--- config.mk ---
export PLATFORM = sky130hd
export DESIGN_NAME = gcr_top
export DESIGN_NICKNAME = d
export VERILOG_FILES = /design/src/verilog/gcr_pkg.sv /design/src/verilog/gcr_prescaler.sv /design/src/verilog/gcr_nap_timer.sv /design/src/verilog/gcr_top.sv
export SDC_FILE = /design/constraint.sdc
export NUM_CORES = 1
export LEC_CHECK = 0
export BUFFER_PORTS_ARGS = -buffer_cell sky130_fd_sc_hd__buf_2
export CORE_UTILIZATION = 50
export DETAILED_ROUTE_END_ITERATION = 6
export GPL_TIMING_DRIVEN = 0
export HOLD_SLACK_MARGIN = 0.02
export PLACE_DENSITY_LB_ADDON = 0.15
export SLEW_MARGIN = 10
export SYNTH_ARGS = -nofsm -noshare
export SYNTH_HDL_FRONTEND = slang
export SYNTH_SLANG_ARGS = --single-unit
--- constraint.sdc ---
create_clock -name i_clk -period 3 [get_ports i_clk]
set_input_delay 0.9 -clock i_clk [delete_from_list [all_inputs] [get_ports i_clk]]
set_output_delay 0.9 -clock i_clk [all_outputs]
set_load 0.01 [all_outputs]
--- src/verilog/gcr_pkg.sv ---
// gauge control register: shared constants, types and helpers
// assumes a 10 MHz core clock and an external serial byte interface
package gcr_pkg;
    // ======================================================
    // control register layout
    localparam int MODE_HI = 7;
    localparam int MODE_LO = 6;
    localparam int PRE_HI = 5;
    localparam int PRE_LO = 3;
    localparam int PIN_HI = 2;
    localparam int PIN_LO = 1;
    localparam int SHDN_BIT = 0;
    localparam logic [7:0] CTRL_RESET = 8'h3C;
    localparam logic [1:0] MODE_SLEEP = 2'h0;
    localparam logic [1:0] MODE_MANUAL = 2'h1;
    localparam logic [1:0] MODE_SCAN = 2'h2;
    localparam logic [1:0] MODE_AUTO = 2'h3;
    localparam logic [1:0] PIN_OFF = 2'h0;
    localparam logic [1:0] PIN_CHG_DONE = 2'h1;
    localparam logic [1:0] PIN_ALERT = 2'h2;

    // ======================================================
    // charge tally and prescaler
    localparam int TALLY_W = 16;
    localparam logic [15:0] TALLY_RESET = 16'h7FFF;
    localparam logic [15:0] TALLY_FULL = 16'hFFFF;
    localparam logic [15:0] TALLY_EMPTY = 16'h0000;
    localparam int PRE_W = 12;
    localparam logic [2:0] PRE_CODE_MAX = 3'h6;

    // ======================================================
    // timing
    localparam int CLK_HZ = 10_000_000;
    localparam int SCAN_SLEEP_S = 10;
    localparam int SCAN_SLEEP_CYC = CLK_HZ * SCAN_SLEEP_S;
    localparam int NAP_W = 27;

    // ======================================================
    // types
    typedef enum logic [1:0] {GCR_IDLE, GCR_CONV, GCR_NAP} gcr_seq_e;

    typedef struct packed {
        logic thresh;
        logic seq_done;
        logic ara_done;
    } gcr_evt_s;

    typedef struct packed {
        logic [7:0] ctrl;
        logic [15:0] tally;
        logic alert;
        gcr_seq_e seq;
        logic conv_run;
        logic analog_en;
        logic nap_go;
        logic pin_level;
    } gcr_top_s;

    // prescale wrap point: factor minus one, codes above 6 clamp
    function automatic logic [11:0] gcr_pre_limit(input logic [2:0] code);
        logic [2:0] c;
        c = (code > PRE_CODE_MAX) ? PRE_CODE_MAX : code;
        return 12'((24'h1 << (2 * c)) - 24'h1);
    endfunction : gcr_pre_limit
endpackage : gcr_pkg

--- src/verilog/gcr_prescaler.sv ---
// coulomb prescaler: divides integrator pulses by the selected factor
// assumes one-cycle up/down pulses from the analog integrator
`timescale 1ns/1ps
module gcr_prescaler #(
    parameter int W = gcr_pkg::PRE_W
) (
    input wire logic i_clk,
    input wire logic i_sys_rst,
    input wire logic i_ce,
    input wire logic [2:0] i_code,
    input wire logic i_clear,
    input wire logic i_up,
    input wire logic i_dn,
    output logic o_step_up,
    output logic o_step_dn
);
    typedef struct packed {
        logic [W-1:0] pos;
        logic up;
        logic dn;
    } gcr_pre_s;

    gcr_pre_s st;
    gcr_pre_s next_st;
    logic [W-1:0] lim;

    initial begin
        if (W != gcr_pkg::PRE_W) $error("prescaler width must be 12");
    end

    // ======================================================
    // divide, wrap and step
    always_comb begin
        lim = gcr_pkg::gcr_pre_limit(i_code);
        next_st = st;
        next_st.up = 1'b0;
        next_st.dn = 1'b0;
        if (i_clear) begin
            next_st.pos = '0; // partial charge dropped
        end else if (i_up && !i_dn) begin
            if (st.pos >= lim) begin
                next_st.pos = '0;
                next_st.up = 1'b1;
            end else begin
                next_st.pos = st.pos + W'(1);
            end
        end else if (i_dn && !i_up) begin
            if (st.pos == '0) begin
                next_st.pos = lim;
                next_st.dn = 1'b1;
            end else begin
                next_st.pos = st.pos - W'(1);
            end
        end
    end

    always_ff @(posedge i_clk or posedge i_sys_rst) begin
        if (i_sys_rst) begin
            st <= '0;
        end else if (i_ce) begin
            st <= next_st;
        end
    end

    assign o_step_up = st.up;
    assign o_step_dn = st.dn;

    a_wrap_steps_up: assert property (@(posedge i_clk) disable iff (i_sys_rst)
        i_ce && !i_clear && i_up && !i_dn && st.pos >= lim |=> o_step_up)
        else $error("prescaler wrap gave no up step");
    a_clear_no_step: assert property (@(posedge i_clk) disable iff (i_sys_rst)
        i_ce && i_clear |=> !o_step_up && !o_step_dn && st.pos == '0)
        else $error("step seen while prescaler cleared");
endmodule : gcr_prescaler

--- src/verilog/gcr_nap_timer.sv ---
// scan pause timer: one pulse a fixed count after a start pulse
// assumes start pulses come only from the sequencer
`timescale 1ns/1ps
module gcr_nap_timer #(
    parameter int CYC = gcr_pkg::SCAN_SLEEP_CYC
) (
    input wire logic i_clk,
    input wire logic i_sys_rst,
    input wire logic i_ce,
    input wire logic i_start,
    output logic o_expired
);
    typedef struct packed {
        logic [gcr_pkg::NAP_W-1:0] cnt;
        logic busy;
        logic done;
    } gcr_nap_s;

    gcr_nap_s st;
    gcr_nap_s next_st;

    initial begin
        if (CYC < 1 || CYC >= (1 << gcr_pkg::NAP_W))
            $error("pause count out of range");
    end

    // ======================================================
    // count down the pause
    always_comb begin
        next_st = st;
        next_st.done = 1'b0;
        if (i_start) begin
            next_st.cnt = gcr_pkg::NAP_W'(CYC - 1);
            next_st.busy = 1'b1;
        end else if (st.busy) begin
            if (st.cnt == '0) begin
                next_st.busy = 1'b0;
                next_st.done = 1'b1;
            end else begin
                next_st.cnt = st.cnt - gcr_pkg::NAP_W'(1);
            end
        end
    end

    always_ff @(posedge i_clk or posedge i_sys_rst) begin
        if (i_sys_rst) begin
            st <= '0;
        end else if (i_ce) begin
            st <= next_st;
        end
    end

    assign o_expired = st.done;

    a_pause_start: assert property (@(posedge i_clk) disable iff (i_sys_rst)
        i_ce && i_start |=> st.busy && !o_expired)
        else $error("pause did not start");
endmodule : gcr_nap_timer

--- src/verilog/gcr_top.sv ---
// gauge control register with converter sequencer, charge tally and pin
// assumes the serial side gives one write strobe per acknowledged byte
`timescale 1ns/1ps
module gcr_top #(
    parameter int SCAN_CYC = gcr_pkg::SCAN_SLEEP_CYC,
    parameter int TALLY_W = gcr_pkg::TALLY_W
) (
    input wire logic i_clk,
    input wire logic i_sys_rst,
    input wire logic i_ce,
    input wire logic i_wr_en,
    input wire logic [7:0] i_wr_data,
    input wire gcr_pkg::gcr_evt_s i_evt,
    input wire logic i_int_up,
    input wire logic i_int_dn,
    input wire logic i_alert_charge_done_pin_in,
    output logic [7:0] o_ctrl,
    output logic [15:0] o_charge_tally,
    output logic o_conv_run,
    output logic o_analog_en,
    output logic o_alert_charge_done_pin_out,
    output logic o_alert_charge_done_pin_oe
);
    gcr_pkg::gcr_top_s st;
    gcr_pkg::gcr_top_s next_st;
    logic step_up;
    logic step_dn;
    logic nap_done;
    logic [1:0] mode;
    logic [1:0] pin_cfg;
    logic shdn;
    logic wrap;
    logic alert_evt;
    logic manual_end;

    initial begin
        if (TALLY_W != 16) $error("charge tally must be 16 bits");
    end

    // ======================================================
    // field decode of the live register
    assign mode = st.ctrl[gcr_pkg::MODE_HI:gcr_pkg::MODE_LO];
    assign pin_cfg = st.ctrl[gcr_pkg::PIN_HI:gcr_pkg::PIN_LO];
    assign shdn = st.ctrl[gcr_pkg::SHDN_BIT];

    // ======================================================
    // prescaler, cleared while the analog side is down
    gcr_prescaler #(
        .W(gcr_pkg::PRE_W)
    ) u_pre (
        .i_clk(i_clk),
        .i_sys_rst(i_sys_rst),
        .i_ce(i_ce),
        .i_code(st.ctrl[gcr_pkg::PRE_HI:gcr_pkg::PRE_LO]),
        .i_clear(shdn),
        .i_up(i_int_up),
        .i_dn(i_int_dn),
        .o_step_up(step_up),
        .o_step_dn(step_dn)
    );

    // ======================================================
    // pause between scan sequences
    gcr_nap_timer #(
        .CYC(SCAN_CYC)
    ) u_nap (
        .i_clk(i_clk),
        .i_sys_rst(i_sys_rst),
        .i_ce(i_ce),
        .i_start(st.nap_go),
        .o_expired(nap_done)
    );

    // ======================================================
    // event terms
    assign wrap = (step_up && st.tally == gcr_pkg::TALLY_FULL) ||
                  (step_dn && st.tally == gcr_pkg::TALLY_EMPTY);
    assign alert_evt = i_evt.thresh || wrap;
    assign manual_end = st.seq == gcr_pkg::GCR_CONV && i_evt.seq_done &&
                        mode == gcr_pkg::MODE_MANUAL;

    // ======================================================
    // next state
    always_comb begin
        next_st = st;
        next_st.nap_go = 1'b0;
        next_st.pin_level = 1'b0;

        // register write wins over the manual auto clear
        // writes are taken whatever the shutdown bit says
        if (i_wr_en) begin
            next_st.ctrl = i_wr_data;
        end else if (manual_end) begin
            next_st.ctrl[gcr_pkg::MODE_HI:gcr_pkg::MODE_LO] =
                gcr_pkg::MODE_SLEEP;
        end
        next_st.analog_en = !next_st.ctrl[gcr_pkg::SHDN_BIT];

        // converter sequencer
        unique case (st.seq)
            gcr_pkg::GCR_IDLE: begin
                if (!shdn && mode != gcr_pkg::MODE_SLEEP) begin
                    next_st.seq = gcr_pkg::GCR_CONV;
                    next_st.conv_run = 1'b1;
                end
            end
            gcr_pkg::GCR_CONV: begin
                // mode is only looked at once the sequence is over
                if (i_evt.seq_done) begin
                    next_st.conv_run = 1'b0;
                    if (mode == gcr_pkg::MODE_SCAN) begin
                        next_st.seq = gcr_pkg::GCR_NAP;
                        next_st.nap_go = 1'b1;
                    end else if (mode == gcr_pkg::MODE_AUTO && !shdn) begin
                        next_st.conv_run = 1'b1;
                    end else begin
                        next_st.seq = gcr_pkg::GCR_IDLE;
                    end
                end
            end
            gcr_pkg::GCR_NAP: begin
                if (mode != gcr_pkg::MODE_SCAN) begin
                    next_st.seq = gcr_pkg::GCR_IDLE;
                end else if (nap_done) begin
                    if (shdn) begin
                        next_st.seq = gcr_pkg::GCR_IDLE;
                    end else begin
                        next_st.seq = gcr_pkg::GCR_CONV;
                        next_st.conv_run = 1'b1;
                    end
                end
            end
            default: begin
                next_st.seq = gcr_pkg::GCR_IDLE;
                next_st.conv_run = 1'b0;
            end
        endcase

        // charge tally: pin load first, then prescaler steps
        if (pin_cfg == gcr_pkg::PIN_CHG_DONE && !i_alert_charge_done_pin_in) begin
            next_st.tally = gcr_pkg::TALLY_FULL;
        end else if (step_up) begin
            next_st.tally = st.tally + 16'h0001;
        end else if (step_dn) begin
            next_st.tally = st.tally - 16'h0001;
        end

        // alert latch: set beats the response clear
        if (pin_cfg == gcr_pkg::PIN_ALERT && alert_evt) begin
            next_st.alert = 1'b1;
        end else if (i_evt.ara_done) begin
            next_st.alert = 1'b0;
        end
    end

    // ======================================================
    // state register, frozen by clock enable
    always_ff @(posedge i_clk or posedge i_sys_rst) begin
        if (i_sys_rst) begin
            st.ctrl <= gcr_pkg::CTRL_RESET;
            st.tally <= gcr_pkg::TALLY_RESET;
            st.alert <= 1'b0;
            st.seq <= gcr_pkg::GCR_IDLE;
            st.conv_run <= 1'b0;
            st.analog_en <= 1'b1;
            st.nap_go <= 1'b0;
            st.pin_level <= 1'b0;
        end else if (i_ce) begin
            st <= next_st;
        end
    end

    // ======================================================
    // outputs, all straight from the state register
    assign o_ctrl = st.ctrl;
    assign o_charge_tally = st.tally;
    assign o_conv_run = st.conv_run;
    assign o_analog_en = st.analog_en;
    assign o_alert_charge_done_pin_out = st.pin_level;
    // pin pulled only by a held alert, whatever the field says
    assign o_alert_charge_done_pin_oe = st.alert;

    // ======================================================
    // checks
    a_manual_clears: assert property (@(posedge i_clk)
        disable iff (i_sys_rst)
        i_ce && manual_end && !i_wr_en |=>
            o_ctrl[7:6] == 2'h0 && !o_conv_run)
        else $error("manual sequence left mode set");
    a_write_takes: assert property (@(posedge i_clk)
        disable iff (i_sys_rst)
        i_ce && i_wr_en |=> o_ctrl == $past(i_wr_data))
        else $error("written byte not in register");
    a_alert_sets: assert property (@(posedge i_clk)
        disable iff (i_sys_rst)
        i_ce && pin_cfg == 2'h2 && (i_evt.thresh || wrap)
            |=> o_alert_charge_done_pin_oe && !o_alert_charge_done_pin_out)
        else $error("alert event did not pull pin");
    a_alert_holds: assert property (@(posedge i_clk)
        disable iff (i_sys_rst)
        o_alert_charge_done_pin_oe && !i_evt.ara_done |=> o_alert_charge_done_pin_oe)
        else $error("alert dropped without response");
    a_ara_release: assert property (@(posedge i_clk)
        disable iff (i_sys_rst)
        i_ce && o_alert_charge_done_pin_oe && i_evt.ara_done && !i_evt.thresh && !wrap
            |=> !o_alert_charge_done_pin_oe)
        else $error("alert response did not release pin");
    a_pin_unused: assert property (@(posedge i_clk)
        disable iff (i_sys_rst)
        pin_cfg == 2'h0 && !o_alert_charge_done_pin_oe && !i_evt.thresh ##1
            pin_cfg == 2'h0 && !step_up && !step_dn && !i_wr_en
            |=> !o_alert_charge_done_pin_oe && $stable(o_charge_tally))
        else $error("disabled pin drove or was sampled");
    a_charge_full: assert property (@(posedge i_clk)
        disable iff (i_sys_rst)
        i_ce && pin_cfg == 2'h1 && !i_alert_charge_done_pin_in |=> o_charge_tally == 16'hFFFF)
        else $error("charge done did not fill tally");
    a_shutdown_still: assert property (@(posedge i_clk)
        disable iff (i_sys_rst)
        shdn && pin_cfg != 2'h1 ##1 shdn && pin_cfg != 2'h1
            |=> $stable(o_charge_tally))
        else $error("tally moved in shutdown");
    a_shutdown_regs: assert property (@(posedge i_clk)
        disable iff (i_sys_rst)
        i_ce && shdn && !i_wr_en && !manual_end |=> $stable(o_ctrl) &&
            !o_analog_en)
        else $error("register changed in shutdown");
    a_tally_wraps: assert property (@(posedge i_clk)
        disable iff (i_sys_rst)
        i_ce && step_up && st.tally == 16'hFFFF && pin_cfg != 2'h1
            |=> o_charge_tally == 16'h0000)
        else $error("tally did not roll over");
    a_seq_finishes: assert property (@(posedge i_clk)
        disable iff (i_sys_rst)
        o_conv_run && !i_evt.seq_done |=> o_conv_run)
        else $error("sequence cut short");
    a_scan_pauses: assert property (@(posedge i_clk)
        disable iff (i_sys_rst)
        i_ce && st.seq == gcr_pkg::GCR_CONV && i_evt.seq_done &&
            mode == 2'h2 |=> st.nap_go && !o_conv_run)
        else $error("scan did not pause");
endmodule : gcr_top

Word-level counts from Yosys, hierarchy flattened:

Index checks and enable logic that the tools add are counted.

* register bits: 73
* output and inout bits: 28
* input port bits: 18
* bits in writable memories: 0
* latch bits: 0
* memories: 0
* ROM bits: 0

* reduce and logical (&&, ||, !) cells: 35
* multiplexer cells: 40
* divide/modulo/power cells: 0
* bitwise operators: 0
* order comparisons: 2
* $mul: 0
* $add $sub $neg: 6
* eq/ne operators: 17
* shifts and indexed selects: 1

Operator list (number)
* 12-bit two-way mux: 5
* 16-bit two-way mux: 3
* 29-bit two-way mux: 1
* 28-bit two-way mux: 1
* 27-bit zero test: 1
* 27-bit two-way mux: 1
* 27-bit by 1-bit subtractor with 27-bit output (second input constant): 1
* 12-bit by 1-bit subtractor with 12-bit output (second input constant): 2
* 1-bit two-way mux: 17
* 16-bit by 1-bit adder with 16-bit output (second input constant): 1
* 16-bit == test (second input constant): 1
* 16-bit zero test: 1
* 16-bit by 1-bit subtractor with 16-bit output (second input constant): 1
* 2-bit two-way mux: 7
* 12-bit by 1-bit adder with 12-bit output (second input constant): 1
* 12-bit >= comparator: 1
* 12-bit zero test: 1
* 3-bit two-way mux: 4
* 2-bit inequality test (second input constant): 6
* 1-bit by 4-bit left shift with 12-bit output (first input constant): 1
* 1-bit logical AND: 10
* 2-bit AND reduction: 5
* 3-bit case mux with 3 select lines: 1
* 2-bit == test (second input constant): 4
* 13 further kinds: 24

Longest topological paths before layout:

Gate-level depths: netlist of run 1.

* word-level depth: 8
* mapped depth: 12
* gate-level depth less buffers: 10

Cells and area by module:

Synthesis of run 1 repeated with hierarchy kept, for this count alone.

* cells, all modules: 667
* area, all modules: 5680.4 µm²

Modules (own cells, without submodules)
* gcr_top: area each 2284.7 µm², cells an instance 257, times used 1
* gcr_nap_timer: area each 1741.7 µm², cells an instance 196, times used 1
* gcr_prescaler: area each 1654.1 µm², cells an instance 214, times used 1

Least setup slack after synthesis of run 1:

OpenSTA, ideal clock, no wires.

* kind: register to register
* start point: reg st, in the netlist o_ctrl[4]
* end point: reg u_pre.st[13] (netlist name)
* data arrival time: 2.874 ns
* buffers on the path: 2
* data required time: 2.918 ns
* period minus slack after synthesis: 2.956 ns
* cell stages (with the launch flop): 12
* library setup time: 0.082 ns
* path slack: 0.044 ns
* cells stage by stage: dfstp_2 clkbuf_1 nor3_1 inv_1 ha_1 nand2b_1 a2111oi_0 nor4_1 or4_1 clkbuf_1 or3_1 a31oi_1

* cells in the longest elaborated chain, start to end: 8

RTL lines
* start: declaration: RTL line gcr_top.sv:24 `gcr_pkg::gcr_top_s st;`
* start signal: assignment: RTL line gcr_top.sv:169 `st <= next_st;`
* 3-bit greater-than comparator: RTL line gcr_pkg.sv:62 `c = (code > PRE_CODE_MAX) ? PRE_CODE_MAX : code;`
* 3-bit two-way mux (*): RTL line gcr_pkg.sv:62
* 1-bit by 4-bit left shift with 12-bit output (*): RTL line gcr_pkg.sv:63 `return 12'((24'h1 << (2 * c)) - 24'h1);`
* 12-bit by 1-bit subtractor with 12-bit output (*): RTL line gcr_pkg.sv:63
* 12-bit >= comparator / 12-bit two-way mux (equally long branches): RTL line gcr_prescaler.sv:41, gcr_prescaler.sv:48
* 12-bit two-way mux, on equally long branches: RTL line gcr_prescaler.sv:41, gcr_prescaler.sv:47
* 12-bit two-way mux (*): RTL line gcr_prescaler.sv:40 `end else if (i_up && !i_dn) begin`
* 12-bit two-way mux (*): RTL line gcr_prescaler.sv:38 `if (i_clear) begin`
* end signal: assignment: RTL line gcr_prescaler.sv:61 `st <= next_st;`
* end: declaration: RTL line gcr_prescaler.sv:23 `gcr_pre_s st;`

Mark *: on every way between the ends. The rest lies on a longest branch, timed or not. The select of a mux whose other input is x is not followed.
A chain may end at the register's enable or synchronous reset.

Final worst setup path of run 1:

* start point: reg st, in the netlist o_ctrl[5]
* end point: reg u_pre.st[6] (netlist name)

Same word-level chain as after synthesis.

==> results by group, run 1 <==
Die
  • Area of the die: between 0.01 and 0.015 sq mm
  • Die X: 106 microns
  • I/O pin total: between 40 and 50
  • Die height: approximately 110 microns
  • Initial Util: 52.0%
  • Core Area: slightly above 0.01 sq mm
  • Row cnt: 37

Critical path
  • CP Capture Type: register
  • Most common cell on crit path: a21oi_1
  • Critical path class: reg2reg
  • Critical path required time: between 3 and 4 ns
  • Critical-path cell list: clkbuf_4 > a21oi_1 > ha_1 > a21o_1 > nand3_1 > a21oi_1 > or4_4 > or3b_2 > a22oi_1 > nand2b_1
  • CP Data Arrival Time: 3.14 ns
  • Flop-to-flop setup slack: around 0.17 ns
  • CP max stage delay: 0.61 ns
  • Worst setup SP type: register
  • CP max-delay cell: dfstp_2
  • Crit path max fanout: 10

Detailed routing
  • DRC Markers: 0
  • Wire length on met3: between 500 and 600 microns
  • ANT nets after route: 0
  • Post-DR wirelength/cell: about 17 microns
  • Met1 WL: about 6500 microns
  • Top sig layer: met4
  • WL final: 13900 microns
  • Vias per Instance: 6.05
  • Via count: between 5000 and 6000
  • Initial DRC count: roughly 320
  • Routed wl met2: between 6000 and 7000 microns
  • Pre-antenna DRT Iters: 5

Global route
  • First-pass GRT wire length: 23200 microns
  • Initial antenna violation count: 0
  • Pin count of the biggest net entering global routing: 62
  • Number of global-route vias before repair: slightly below 5000
  • Grt ovf: 0
  • Gr usage total: around 26%

Clock tree
  • Reg clk slew, reported paths: ~0.09 ns
  • H-tree lvl count: 3
  • CTS root buffer: clkbuf_8
  • Post-CTS Hold Fix Bufs: 0
  • Clk buf depth: 2
  • TritonCTS Buffers: 9
  • TritonCTS clock tree: built
  • Clk sink count: between 70 and 80
  • Worst-Skew Late Latency: roughly 0.38 ns

Final layout
  • Commonest cells after routing, fill and taps aside: 60 x nor2_1, 55 x o21ai_0, 53 x a21oi_1, 53 x dfrtp_1, 48 x nand2_1
  • Antenna Cells: 0
  • Leading cell type in the layout, fill and taps excluded: nor2_1
  • Net count, final: between 700 and 800
  • Share of layout cells above drive strength 1: between 20% and 30%
  • Area Overhead vs Synth: 13.8%

Place
  • Count of buffers from port buffering: 43
  • HPWL Detailed: ~10000 microns
  • Routability cong.: 0.915

Synth
  • Fraction of registers with async set/reset: 100%
  • Synth Net Count: 687
  • Distinct cell type count after synthesis: 70
  • Prevailing post-synth register cell: dfrtp_1
  • EDFF count, synth: 0
  • Syn Std Cell Area: between 0.005 and 0.006 sq mm
  • Avg Inst Size Synth: about 8.4 sq um
  • Seq/Total Area, Yosys: roughly a third
  • Ys Warns: 0
  • Flop and latch count out of synthesis: 73
  • Cells after Synth: ~640

STA
  • Final worst path period share: a little over nine tenths
  • Actual slew at the worst max-slew pin: around 1.3 ns
  • Final Hold Viols: 0
  • Setup Viol. Count Final: 0
  • Pins Over Slew Limit: 0
  • Final hold slack: 0.433 ns
  • Min cycle time layout: between 2 and 3 ns
  • Clock skew: 0.00656 ns
  • Slew margin rel.: around a tenth
  • FMAX: 354 MHz

Run
  • MaxCap Viol Count: 0

Hold path
  • Hold Path Class: in2async

Power
  • Overall power: approximately 5.2 mW
  • Maximum VDD drop: ~0.35 mV
  • LEAKAGE: 2.55 nW
  • Power per Cell Area: roughly 850 mW/mm^2

Run status
  • Status: complete, no violations
## cell type report
type | count | area [sq um]
buffer | 52 | 333
clock buffer | 10 | 128
clock inverter | 6 | 67.6
fill | 923 | 4230
inverter | 23 | 92.6
multi-input combinational | 489 | 3180
sequential | 73 | 1850
tap | 136 | 170
timing repair buffer | 53 | 310
## final timing paths
path	startpoint	endpoint	cells after the start
setup / recovery	o_ctrl[5]	u_pre.st[6]	10
min in group i_clk	u_nap.st[13]	u_nap.st[13]	1
hold reg to reg	u_nap.st[13]	u_nap.st[13]	1
setup reg to reg	o_ctrl[5]	u_pre.st[6]	10
hold / removal	i_sys_rst	u_nap.st[17]	2
max in group asynchronous	i_sys_rst	o_charge_tally[11]	3
## sequential cells by signal, indices dropped and copies added, names as in the netlist
name,flops
u_pre.o_step_dn,1
st,3
u_pre.st,12
u_nap.st,28
o_analog_en,1
o_alert_charge_done_pin_oe,1
u_nap.o_expired,1
o_conv_run,1
o_charge_tally,16
u_pre.o_step_up,1
o_ctrl,8
## critical path, delay by kind of cell (launching register included)
kind,cells,cell delay (ns)
and+or+nand+nor,4,1.19
AOI/OAI and AO/OA,4,0.42
DFF,1,0.61
adders and majority gates,1,0.30
buffers and inverters,1,0.23
## repair_timing
action                                  in CTS  in global routing
pin swaps                                    0                  3
gates resized for setup                      9                 12
setup buffers                                2                  7
endpoints found under the setup margin      13                 12
## metal layers
| layer | vias up | track usage, % |
|---|---|---|
| met3 | 27 | 4.14 |
| met4 | 0 | 10.3 |
| li1 | 2457 | - |
| met2 | 135 | 42.3 |
| met1 | 2473 | 34.3 |
| met5 | - | 0 |
## cells in the mapped netlist, drive strengths merged, types with 13 or more instances
| master | instances | area share (%) |
|---|---|---|
| dfrtp | 53 | 25 |
| dfstp | 20 | 9.7 |
| clkbuf | 22 | 1.7 |
| ha | 30 | 7.0 |
| nor2 | 60 | 4.2 |
| nand4 | 14 | 1.6 |
| buf | 31 | 4.3 |
| nand2 | 48 | 3.3 |
| nand3 | 18 | 1.7 |
| nor4 | 16 | 1.9 |
| a21oi | 54 | 5.1 |
| o21ai | 57 | 5.4 |
| inv | 23 | 1.6 |
| nor3 | 13 | 1.2 |
## metrics by stage
| stage | setup TNS, ns | setup WS, ns | std cells | cell area (sq um) | utilization [%] |
|---|---|---|---|---|---|
| after CTS | 0 | 0.0103 | 835 | 6050 | 58.4 |
| final | 0 | 0.173 | 842 | 6140 | 59.2 |
| after global routing | -0.00502 | -0.00502 | 842 | 6140 | 59.2 |
| after global placement | -45.68 | -0.743 | 817 | 5780 | 55.7 |
| after detailed placement | -5.95 | -0.585 | 818 | 5810 | 56.0 |
| after floorplan | 0 | 0.0437 | 638 | 5390 | - |
## logic make-up (layout without fill, tap and decap cells)
group | Yosys count | in the layout | share of synthesized area (%)
and+or+nand+nor | 225 | 225 | 21.3
DFF | 73 | 73 | 34.4
buffers and inverters | 76 | 144 | 7.61
xor gates and xnor gates | 18 | 18 | 2.92
muxes | 9 | 9 | 1.86
AOI/OAI and AO/OA | 205 | 205 | 24.5
other | 1 | 1 | 0.0696
adders and majority gates | 31 | 31 | 7.34
## power breakdown
part	total (mW)	leakage, nW	switching [mW]	internal [mW]
Clock	0.806	0.0929	0.419	0.387
Combinational	2.64	1.60	1.45	1.19
Sequential	1.80	0.858	0.425	1.38
Total	5.24	2.55	2.29	2.95
Note: power is estimated with default switching activity, not from simulation.
==> run 2: changes to the inputs <==
--- a/config.mk
+++ b/config.mk
@@ -5,6 +5,7 @@
 export SDC_FILE = /design/constraint.sdc
 export NUM_CORES = 1
 export LEC_CHECK = 0
+export ABC_AREA = 1
 export BUFFER_PORTS_ARGS = -buffer_cell sky130_fd_sc_hd__buf_2
 export CORE_UTILIZATION = 50
 export DETAILED_ROUTE_END_ITERATION = 6
==> results by group, run 2 <==
Global route
  • Pin count of the biggest net entering global routing: 56 (-9.7%)
  • Number of global-route vias before repair: 5694 (+17%)
  • Grt ovf: 0 (unchanged)
  • First-pass GRT wire length: 27400 microns (+18%)
  • Gr usage total: 26.7% (+0.80 points)
  • Initial antenna violation count: 0 (unchanged)

Synth
  • EDFF count, synth: 0 (unchanged)
  • Seq/Total Area, Yosys: 29.2% (-5.2 points)
  • Prevailing post-synth register cell: dfrtp_1
  • Synth Net Count: 1043 (+52%)
  • Ys Warns: 0 (unchanged)
  • Mux contribution to synthesized area: 0.355% (-1.5 points)
  • Synth Area in Adders: 6.24% (-1.1 points)
  • Largest family of logic cells by synthesized area: simple AND/OR/NAND/NOR gates
  • Leading area contributor after synthesis: dfrtp_1
  • Syn Std Cell Area: 0.00634 sq mm (+18%)
  • Fraction of registers with async set/reset: 100% (unchanged)
  • Flop and latch count out of synthesis: 73 (unchanged)
  • Most frequent cell after synthesis: nand2_1
  • Post-Synth XOR/XNOR Area: 1.38% (-1.5 points)
  • Distinct cell type count after synthesis: 42 (-40%)
  • Largest cells by area after synthesis: dfrtp_1 21%, nand2_1 20%, dfstp_2 8.3%, inv_1 7.3%, nand3_1 6.3%
  • Commonest cells in the synthesized netlist: 336 x nand2_1, 123 x inv_1, 103 x nor2_1, 80 x nand3_1, 53 x dfrtp_1
  • Cells after Synth: 994 (+56%)
  • Post-Synth Simple-Gate Area: 40.3% (+19 points)
  • Top cell type's share of synthesized area: 20.9% (-3.7 points)
  • Avg Inst Size Synth: 6.38 sq um (-24%)
  • Synth Area in Compound Gates: 9.51% (-15 points)

STA
  • RSZ-0062 raised after global routing: false
  • FMAX: 388 MHz (+9.6%)
  • Actual slew at the worst max-slew pin: 0.578 ns (-0.760 ns)
  • Pins Over Slew Limit: 0 (unchanged)
  • Clock skew: 0.00438 ns (-0.00218 ns)
  • Worst setup margin: 0.422 ns (+0.248 ns)
  • Final worst path period share: 85.9% (-8.3 points)
  • Min cycle time layout: 2.58 ns (-0.248 ns)
  • Slew margin rel.: 61.5% (+51 points)
  • Final Hold Viols: 0 (unchanged)
  • Setup Viol. Count Final: 0 (unchanged)

Detailed routing
  • Pre-antenna DRT Iters: 5 (unchanged)
  • Via count: 6216 (+22%)
  • ANT nets after route: 0 (unchanged)
  • DRC Markers: 0 (unchanged)
  • Post-DR wirelength/cell: 13.4 microns (-19%)
  • WL final: 16400 microns (+18%)
  • Vias per Instance: 5.09 (-16%)
  • Initial DRC count: 421 (+34%)

Clock tree
  • H-tree lvl count: 3 (unchanged)
  • Worst-Skew Late Latency: 0.34 ns (-0.04 ns)
  • Post_cts resized: 0 (-9)
  • Reg clk slew, reported paths: 0.06 ns (-0.03 ns)
  • TritonCTS clock tree: built
  • Post-CTS Hold Fix Bufs: 0 (unchanged)
  • Clk buf depth: 2 (unchanged)
  • Clk sink count: 73 (unchanged)
  • Post-CTS setup buffers: 0 (-2)
  • CTS root buffer: clkbuf_16
  • TritonCTS Buffers: 9 (unchanged)

Critical path
  • Worst setup SP type: register
  • Crit path max fanout: 10 (unchanged)
  • Critical path required time: 3.28 ns (-0.03 ns)
  • CP Data Arrival Time: 2.86 ns (-0.28 ns)
  • Critical path class: reg2reg
  • CP Capture Type: register

Die
  • Die X: 115 microns (+8.3%)
  • Initial Util: 52.1% (+0.16 points)
  • Die height: 115 microns (+8.3%)
  • Core Area: 0.0122 sq mm (+17%)
  • I/O pin total: 46 (unchanged)
  • Row cnt: 40 (+8.1%)
  • Area of the die: 0.0131 sq mm (+17%)

Final layout
  • Antenna Cells: 0 (unchanged)
  • Top reg by flops: u_nap.st
  • Largest register FFs: 28 (unchanged)
  • Area Overhead vs Synth: 11.5%
  • Commonest cells after routing, fill and taps aside: 336 x nand2_1, 122 x inv_1, 103 x nor2_1
  • Leading cell type in the layout, fill and taps excluded: nand2_1
  • Fill cells: 1253 (+36%)
  • Net count, final: 1098 (+46%)
  • Share of layout cells above drive strength 1: 14.6% (-7.2 points)
  • Non-Filler Instances: 1222 (+45%)

Place
  • Count of buffers from port buffering: 43 (unchanged)
  • Post-Place Worst Slack: 0.455 ns (+1.04 ns)
  • Routability cong.: 0.920 (+0.58%)
  • HPWL Detailed: 12400 microns (+25%)
  • Dpl cells: 1206 (+47%)

Power
  • Power per Cell Area: 949 mW/mm^2 (+11%)
  • Maximum VDD drop: 0.336 mV (-3.3%)
  • LEAKAGE: 3.81 nW (+50%)

Hold path
  • Hold Path Class: reg2reg

Run status
  • Status: complete, no violations

Run
  • MaxCap Viol Count: 0 (unchanged)
-- run 2: final timing paths --
| check | start | end | slack, ns | cells past startpoint |
|---|---|---|---|---|
| max in group asynchronous | i_sys_rst | o_ctrl[2] | 1.89 | 3 |
| worst max-delay path | o_ctrl[5] | u_pre.st[2] | 0.42 | 15 |
| worst min register to register | o_alert_charge_done_pin_oe | o_alert_charge_done_pin_oe | 0.47 | 2 |
| worst min-delay path | o_alert_charge_done_pin_oe | o_alert_charge_done_pin_oe | 0.47 | 2 |
| min in group asynchronous | i_sys_rst | u_nap.st[19] | 0.50 | 2 |
| worst max register to register | o_ctrl[5] | u_pre.st[2] | 0.42 | 15 |
-- run 2: per-stage QoR --
| stage | area, sq um | TNS, ns | hold slack [ns] | util (%) | power (mW) |
|---|---|---|---|---|---|
| finish | 7070 | 0 | 0.472 | 58.1 | 6.71 |
| global route | 7070 | 0 | 0.504 | 58.1 | 7.38 |
| CTS | 7070 | 0 | 0.477 | 58.1 | 6.70 |
| detailed placement | 6800 | 0 | 0.461 | 55.9 | 5.66 |
| global placement | 6770 | -40.91 | 0.463 | 55.6 | 5.59 |
| floorplan | 6340 | 0 | 0.453 | - | 4.75 |
-- run 2: layer usage --
metal  vias up  routed length (microns)  track usage, %
li1       3244                        -               -
met1      2784                     8010            38.1
met2       172                     7220            42.3
met3        16                      926            2.96
met4         0                      215            8.14
met5         -                        0               0
-- run 2: cell type report --
type	count	area [sq um]	share of cell area (%)
Multi-Input combinational cell	745	3670	51.9
Clock buffer	10	229	3.24
Buffer	50	344	4.87
Inverter	126	478	6.76
Tap cell	168	210	2.97
Clock inverter	6	45.0	0.637
Timing Repair Buffer	44	243	3.43
Sequential cell	73	1850	26.2
-- run 2: cell families (layout without fill, tap and decap cells) --
logic type | count (synthesis) | count (layout)
AOI/OAI and AO/OA | 111 | 111
xor gates and xnor gates | 10 | 10
adders and majority gates | 31 | 31
buffers and inverters | 176 | 236
DFF | 73 | 73
muxes | 2 | 2
other | 1 | 1
and+or+nand+nor | 590 | 590
-- run 2: power breakdown --
group	internal [mW]	switching, mW
clock	0.561	0.451
combinational	1.44	2.42
sequential	1.39	0.443
total	3.39	3.32
-- run 2: critical path, stage by stage (launching register included) --
cell      delay, ns
dfstp_2        0.55
clkbuf_1       0.33
nor2_1         0.14
nand2_1        0.13
inv_1          0.05
ha_1           0.28
inv_1          0.06
nor2_1         0.03
o21bai_1       0.17
a21oi_1        0.09
nor2_1         0.14
buf_2          0.27
nand3_1        0.10
nand2_1        0.07
nand2_1        0.06
nand2_1        0.06
==> run 3: changes to the inputs <==
--- a/config.mk
+++ b/config.mk
@@ -15,4 +15,5 @@
 export SLEW_MARGIN = 10
 export SYNTH_ARGS = -nofsm -noshare
 export SYNTH_HDL_FRONTEND = slang
+export SYNTH_HIERARCHICAL = 1
 export SYNTH_SLANG_ARGS = --single-unit
==> results by group, run 3 <==
Critical path
  • R2r endpoint: u_pre/st[6]
  • R2r worst-path depth: 12 (-3)
  • Critical-path cell list: buf_2 > o21ai_0 > ha_1 > nand2_1 > nor2_1 > nand2_1 > nor2_1 > nand2_1 > nand2_1 > o21ai_0 > nand2_1 > nand2_1
  • Crit path buffers/inverters: 1 (-3)
  • Critical Path Start: o_ctrl[5]
  • Critical path required time: 3.25 ns (-0.03 ns)
  • Most common cell on crit path: nand2_1
  • Critical path class: reg2reg
  • R2R Path Start: o_ctrl[5]
  • Levels on crit path: 12 (-3)
  • CP Data Arrival Time: 2.76 ns (-0.10 ns)
  • CP top delay family: simple AND/OR/NAND/NOR gates
  • CP max stage delay: 0.56 ns (about the same)
  • Crit path max fanout: 10 (unchanged)
  • Worst setup SP type: register
  • CP max-delay cell: dfstp_2
  • Flop-to-flop setup slack: 0.49 ns (+0.07 ns)
  • CP Capture Type: register

Die
  • Die X: 115 microns (+0.49%)
  • I/O pin total: 46 (unchanged)
  • Initial Util: 52.2% (+0.095 points)
  • Area of the die: 0.0133 sq mm (+0.99%)
  • Die height: 115 microns (+0.49%)
  • Core Area: 0.0123 sq mm (+0.82%)
  • Row cnt: 40 (unchanged)

Clock tree
  • TritonCTS Buffers: 9 (unchanged)
  • Post-CTS Hold Fix Bufs: 0 (unchanged)
  • Post-CTS setup buffers: 0 (unchanged)
  • H-tree lvl count: 3 (unchanged)
  • CTS root buffer: clkbuf_16
  • Reg clk slew, reported paths: 0.07 ns (about the same)
  • Clk sink count: 73 (unchanged)
  • Post_cts resized: 0 (unchanged)
  • Clk buf depth: 2 (unchanged)
  • Worst-Skew Late Latency: 0.35 ns (about the same)
  • TritonCTS clock tree: built

STA
  • RSZ-0062 raised after global routing: false
  • Min cycle time layout: 2.51 ns (-0.0673 ns)
  • FMAX: 398 MHz (+2.7%)
  • Actual slew at the worst max-slew pin: 1.07 ns (+0.494 ns)
  • Clock skew: 0.00926 ns (+0.00488 ns)
  • Pins Over Slew Limit: 0 (unchanged)
  • Final Hold Viols: 0 (unchanged)
  • Final worst path period share: 83.7% (-2.2 points)
  • Setup TNS: 0 ns (unchanged)
  • Slew margin rel.: 28.1% (-33 points)
  • Setup Viol. Count Final: 0 (unchanged)
  • Worst setup margin: 0.489 ns (+0.0673 ns)

Detailed routing
  • Vias per Instance: 5.02 (-1.3%)
  • Post-DR wirelength/cell: 12.9 microns (-4.0%)
  • Pre-antenna DRT Iters: 6 (+1)
  • Initial DRC count: 510 (+21%)
  • WL final: 15700 microns (-4.0%)
  • DRC Markers: 0 (unchanged)
  • ANT nets after route: 0 (unchanged)
  • Via count: 6139 (-1.2%)

Power
  • Maximum VDD drop: 0.324 mV (-3.6%)
  • Cell-internal power: 3.38 mW (-0.30%)
  • Clk pwr share: 15.5% (+0.4 points)
  • Logic pwr share: 56.9% (-0.7 points)
  • Net Sw Frac: 49.2% (-0.24 points)
  • Power per Cell Area: 935 mW/mm^2 (-1.4%)
  • Share of power burned in registers: 27.5% (+0.2 points)
  • LEAKAGE: 4.03 nW (+5.9%)
  • Psw: 3.27 mW (-1.3%)

Final layout
  • Antenna Cells: 0 (unchanged)
  • Top reg by flops: u_nap/st
  • Area Overhead vs Synth: 11.1%
  • Fill cells: 1221 (-2.6%)
  • Commonest cells after routing, fill and taps aside: 360 x nand2_1, 140 x inv_1, 93 x nor2_1
  • Net count, final: 1098 (unchanged)
  • Leading cell type in the layout, fill and taps excluded: nand2_1
  • Share of layout cells above drive strength 1: 15.5% (+0.84 points)
  • Largest register FFs: 28 (unchanged)

Synth
  • Prevailing post-synth register cell: dfrtp_1
  • Mux contribution to synthesized area: 0.703% (+0.35 points)
  • Largest family of logic cells by synthesized area: simple AND/OR/NAND/NOR gates
  • Post-Synth XOR/XNOR Area: 2.46% (+1.1 points)
  • Fraction of registers with async set/reset: 100% (unchanged)
  • Commonest cells in the synthesized netlist: 360 x nand2_1, 142 x inv_1, 93 x nor2_1, 89 x nand3_1, 53 x dfrtp_1
  • Flop and latch count out of synthesis: 73 (unchanged)
  • Most frequent cell after synthesis: nand2_1
  • EDFF count, synth: 0 (unchanged)
  • Avg Inst Size Synth: 6.44 sq um (+0.90%)
  • Seq/Total Area, Yosys: 28.9% (-0.29 points)
  • Syn Std Cell Area: 0.00640 sq mm (+1.0%)
  • Largest cells by area after synthesis: nand2_1 21%, dfrtp_1 21%, inv_1 8.3%, dfstp_2 8.2%, nand3_1 7.0%
  • Synth Area in Adders: 5.98% (-0.26 points)
  • Cells after Synth: 995 (+0.10%)
  • Distinct cell type count after synthesis: 48 (+14%)
  • Post-Synth Simple-Gate Area: 41.7% (+1.4 points)
  • Top cell type's share of synthesized area: 21.1% (+0.18 points)
  • Synth Area in Compound Gates: 6.33% (-3.2 points)
  • Synth Net Count: 1043 (unchanged)
  • Ys Warns: 6 (+6)
  • Leading area contributor after synthesis: nand2_1

Global route
  • Pin count of the biggest net entering global routing: 31 (-45%)
  • Initial antenna violation count: 0 (unchanged)
  • First-pass GRT wire length: 26300 microns (-4.2%)
  • Number of global-route vias before repair: 5551 (-2.5%)
  • Grt ovf: 0 (unchanged)
  • Gr usage total: 25.5% (-1.2 points)

Hold path
  • Hold path startpoint: o_alert_charge_done_pin_oe
  • Depth of the worst hold-timing path: 2 (unchanged)
  • Hold Path Class: reg2reg
  • Min-Delay Endpoint: o_alert_charge_done_pin_oe

Place
  • HPWL Detailed: 11800 microns (-4.9%)
  • Routability cong.: 0.923 (+0.30%)
  • Post-Place Worst Slack: 0.498 ns (+0.0430 ns)
  • Count of buffers from port buffering: 44 (+2.3%)

Run
  • MaxCap Viol Count: 0 (unchanged)

Run status
  • Status: complete, no violations
==> run 3: changes by cell type after synthesis, sizes merged, moves of 5 or more <==
cell,delta
nand2,+25
inv,+19
a21oi,-18
o21ai,-14
nand3,+9
clkbuf,-8
nor2,-8
o21bai,-7
xor2,+7
o22ai,-5
==> run 3: worst max path at each step <==
stage	slack, ns	to
global placement	0.54	u_pre/st[6]
global route	0.23	u_pre/st[8]
detailed placement	0.50	u_pre/st[6]
CTS	0.48	u_pre/st[6]
finish	0.49	u_pre/st[6]
floorplan	1.01	u_pre/st[2]
==> run 3: worst min-delay path, cell delays in order (launching register included) <==
cell	delay [ns]
dfrtp_1	0.35
nand2_1	0.06
nand2_1	0.05
==> run 3: power groups by stage <==
stage | clock [mW] | sequential (mW) | combinational (mW)
3_3_place_gp | 0 | 1.84 | 3.69
5_1_grt | 1.09 | 1.89 | 4.34
3_5_place_dp | 0 | 1.84 | 3.76
6_report | 1.03 | 1.83 | 3.79
4_1_cts | 1.05 | 1.83 | 3.78
2_1_floorplan | 0 | 1.71 | 3.00
==> run 3: logic make-up after synthesis <==
group / Yosys count
XOR/XNOR: 18
buffers and inverters: 190
flip-flops: 73
adder cells (fa/ha/maj): 30
multiplexers: 4
AND/OR/NAND/NOR: 609
AO/OA/AOI/OAI: 70
other: 1
==> run 3: layer usage <==
layer	global-route usage, %	part of all wire [%]	up-vias
met4	9.09	1.8	0
met2	42.9	47	137
met1	33.9	47	2782
met5	0	0	-
met3	3.00	3.8	18
li1	-	-	3202
==> run 3: cell type report <==
cell class	instances	area [sq um]	share of cell area, %
Multi-Input combinational cell	732	3670	51.6
Clock inverter	7	55.1	0.774
Tap cell	168	210	2.95
Timing Repair Buffer	44	220	3.09
Buffer	42	324	4.55
Clock buffer	9	225	3.17
Sequential cell	73	1850	26.0
Inverter	148	561	7.88
==> run 3: stage by stage <==
step                      total power [mW]  cells  util [%]  instance area [sq um]  hold slack [ns]
after detailed placement              5.60   1207      55.7                   6840            0.479
after global placement                5.53   1207      55.7                   6840            0.477
after floorplan                       4.71    995         -                   6400            0.453
after CTS                             6.66   1223      58.0                   7120            0.494
after global routing                  7.33   1223      58.0                   7120            0.498
final                                 6.66   1223      58.0                   7120            0.491
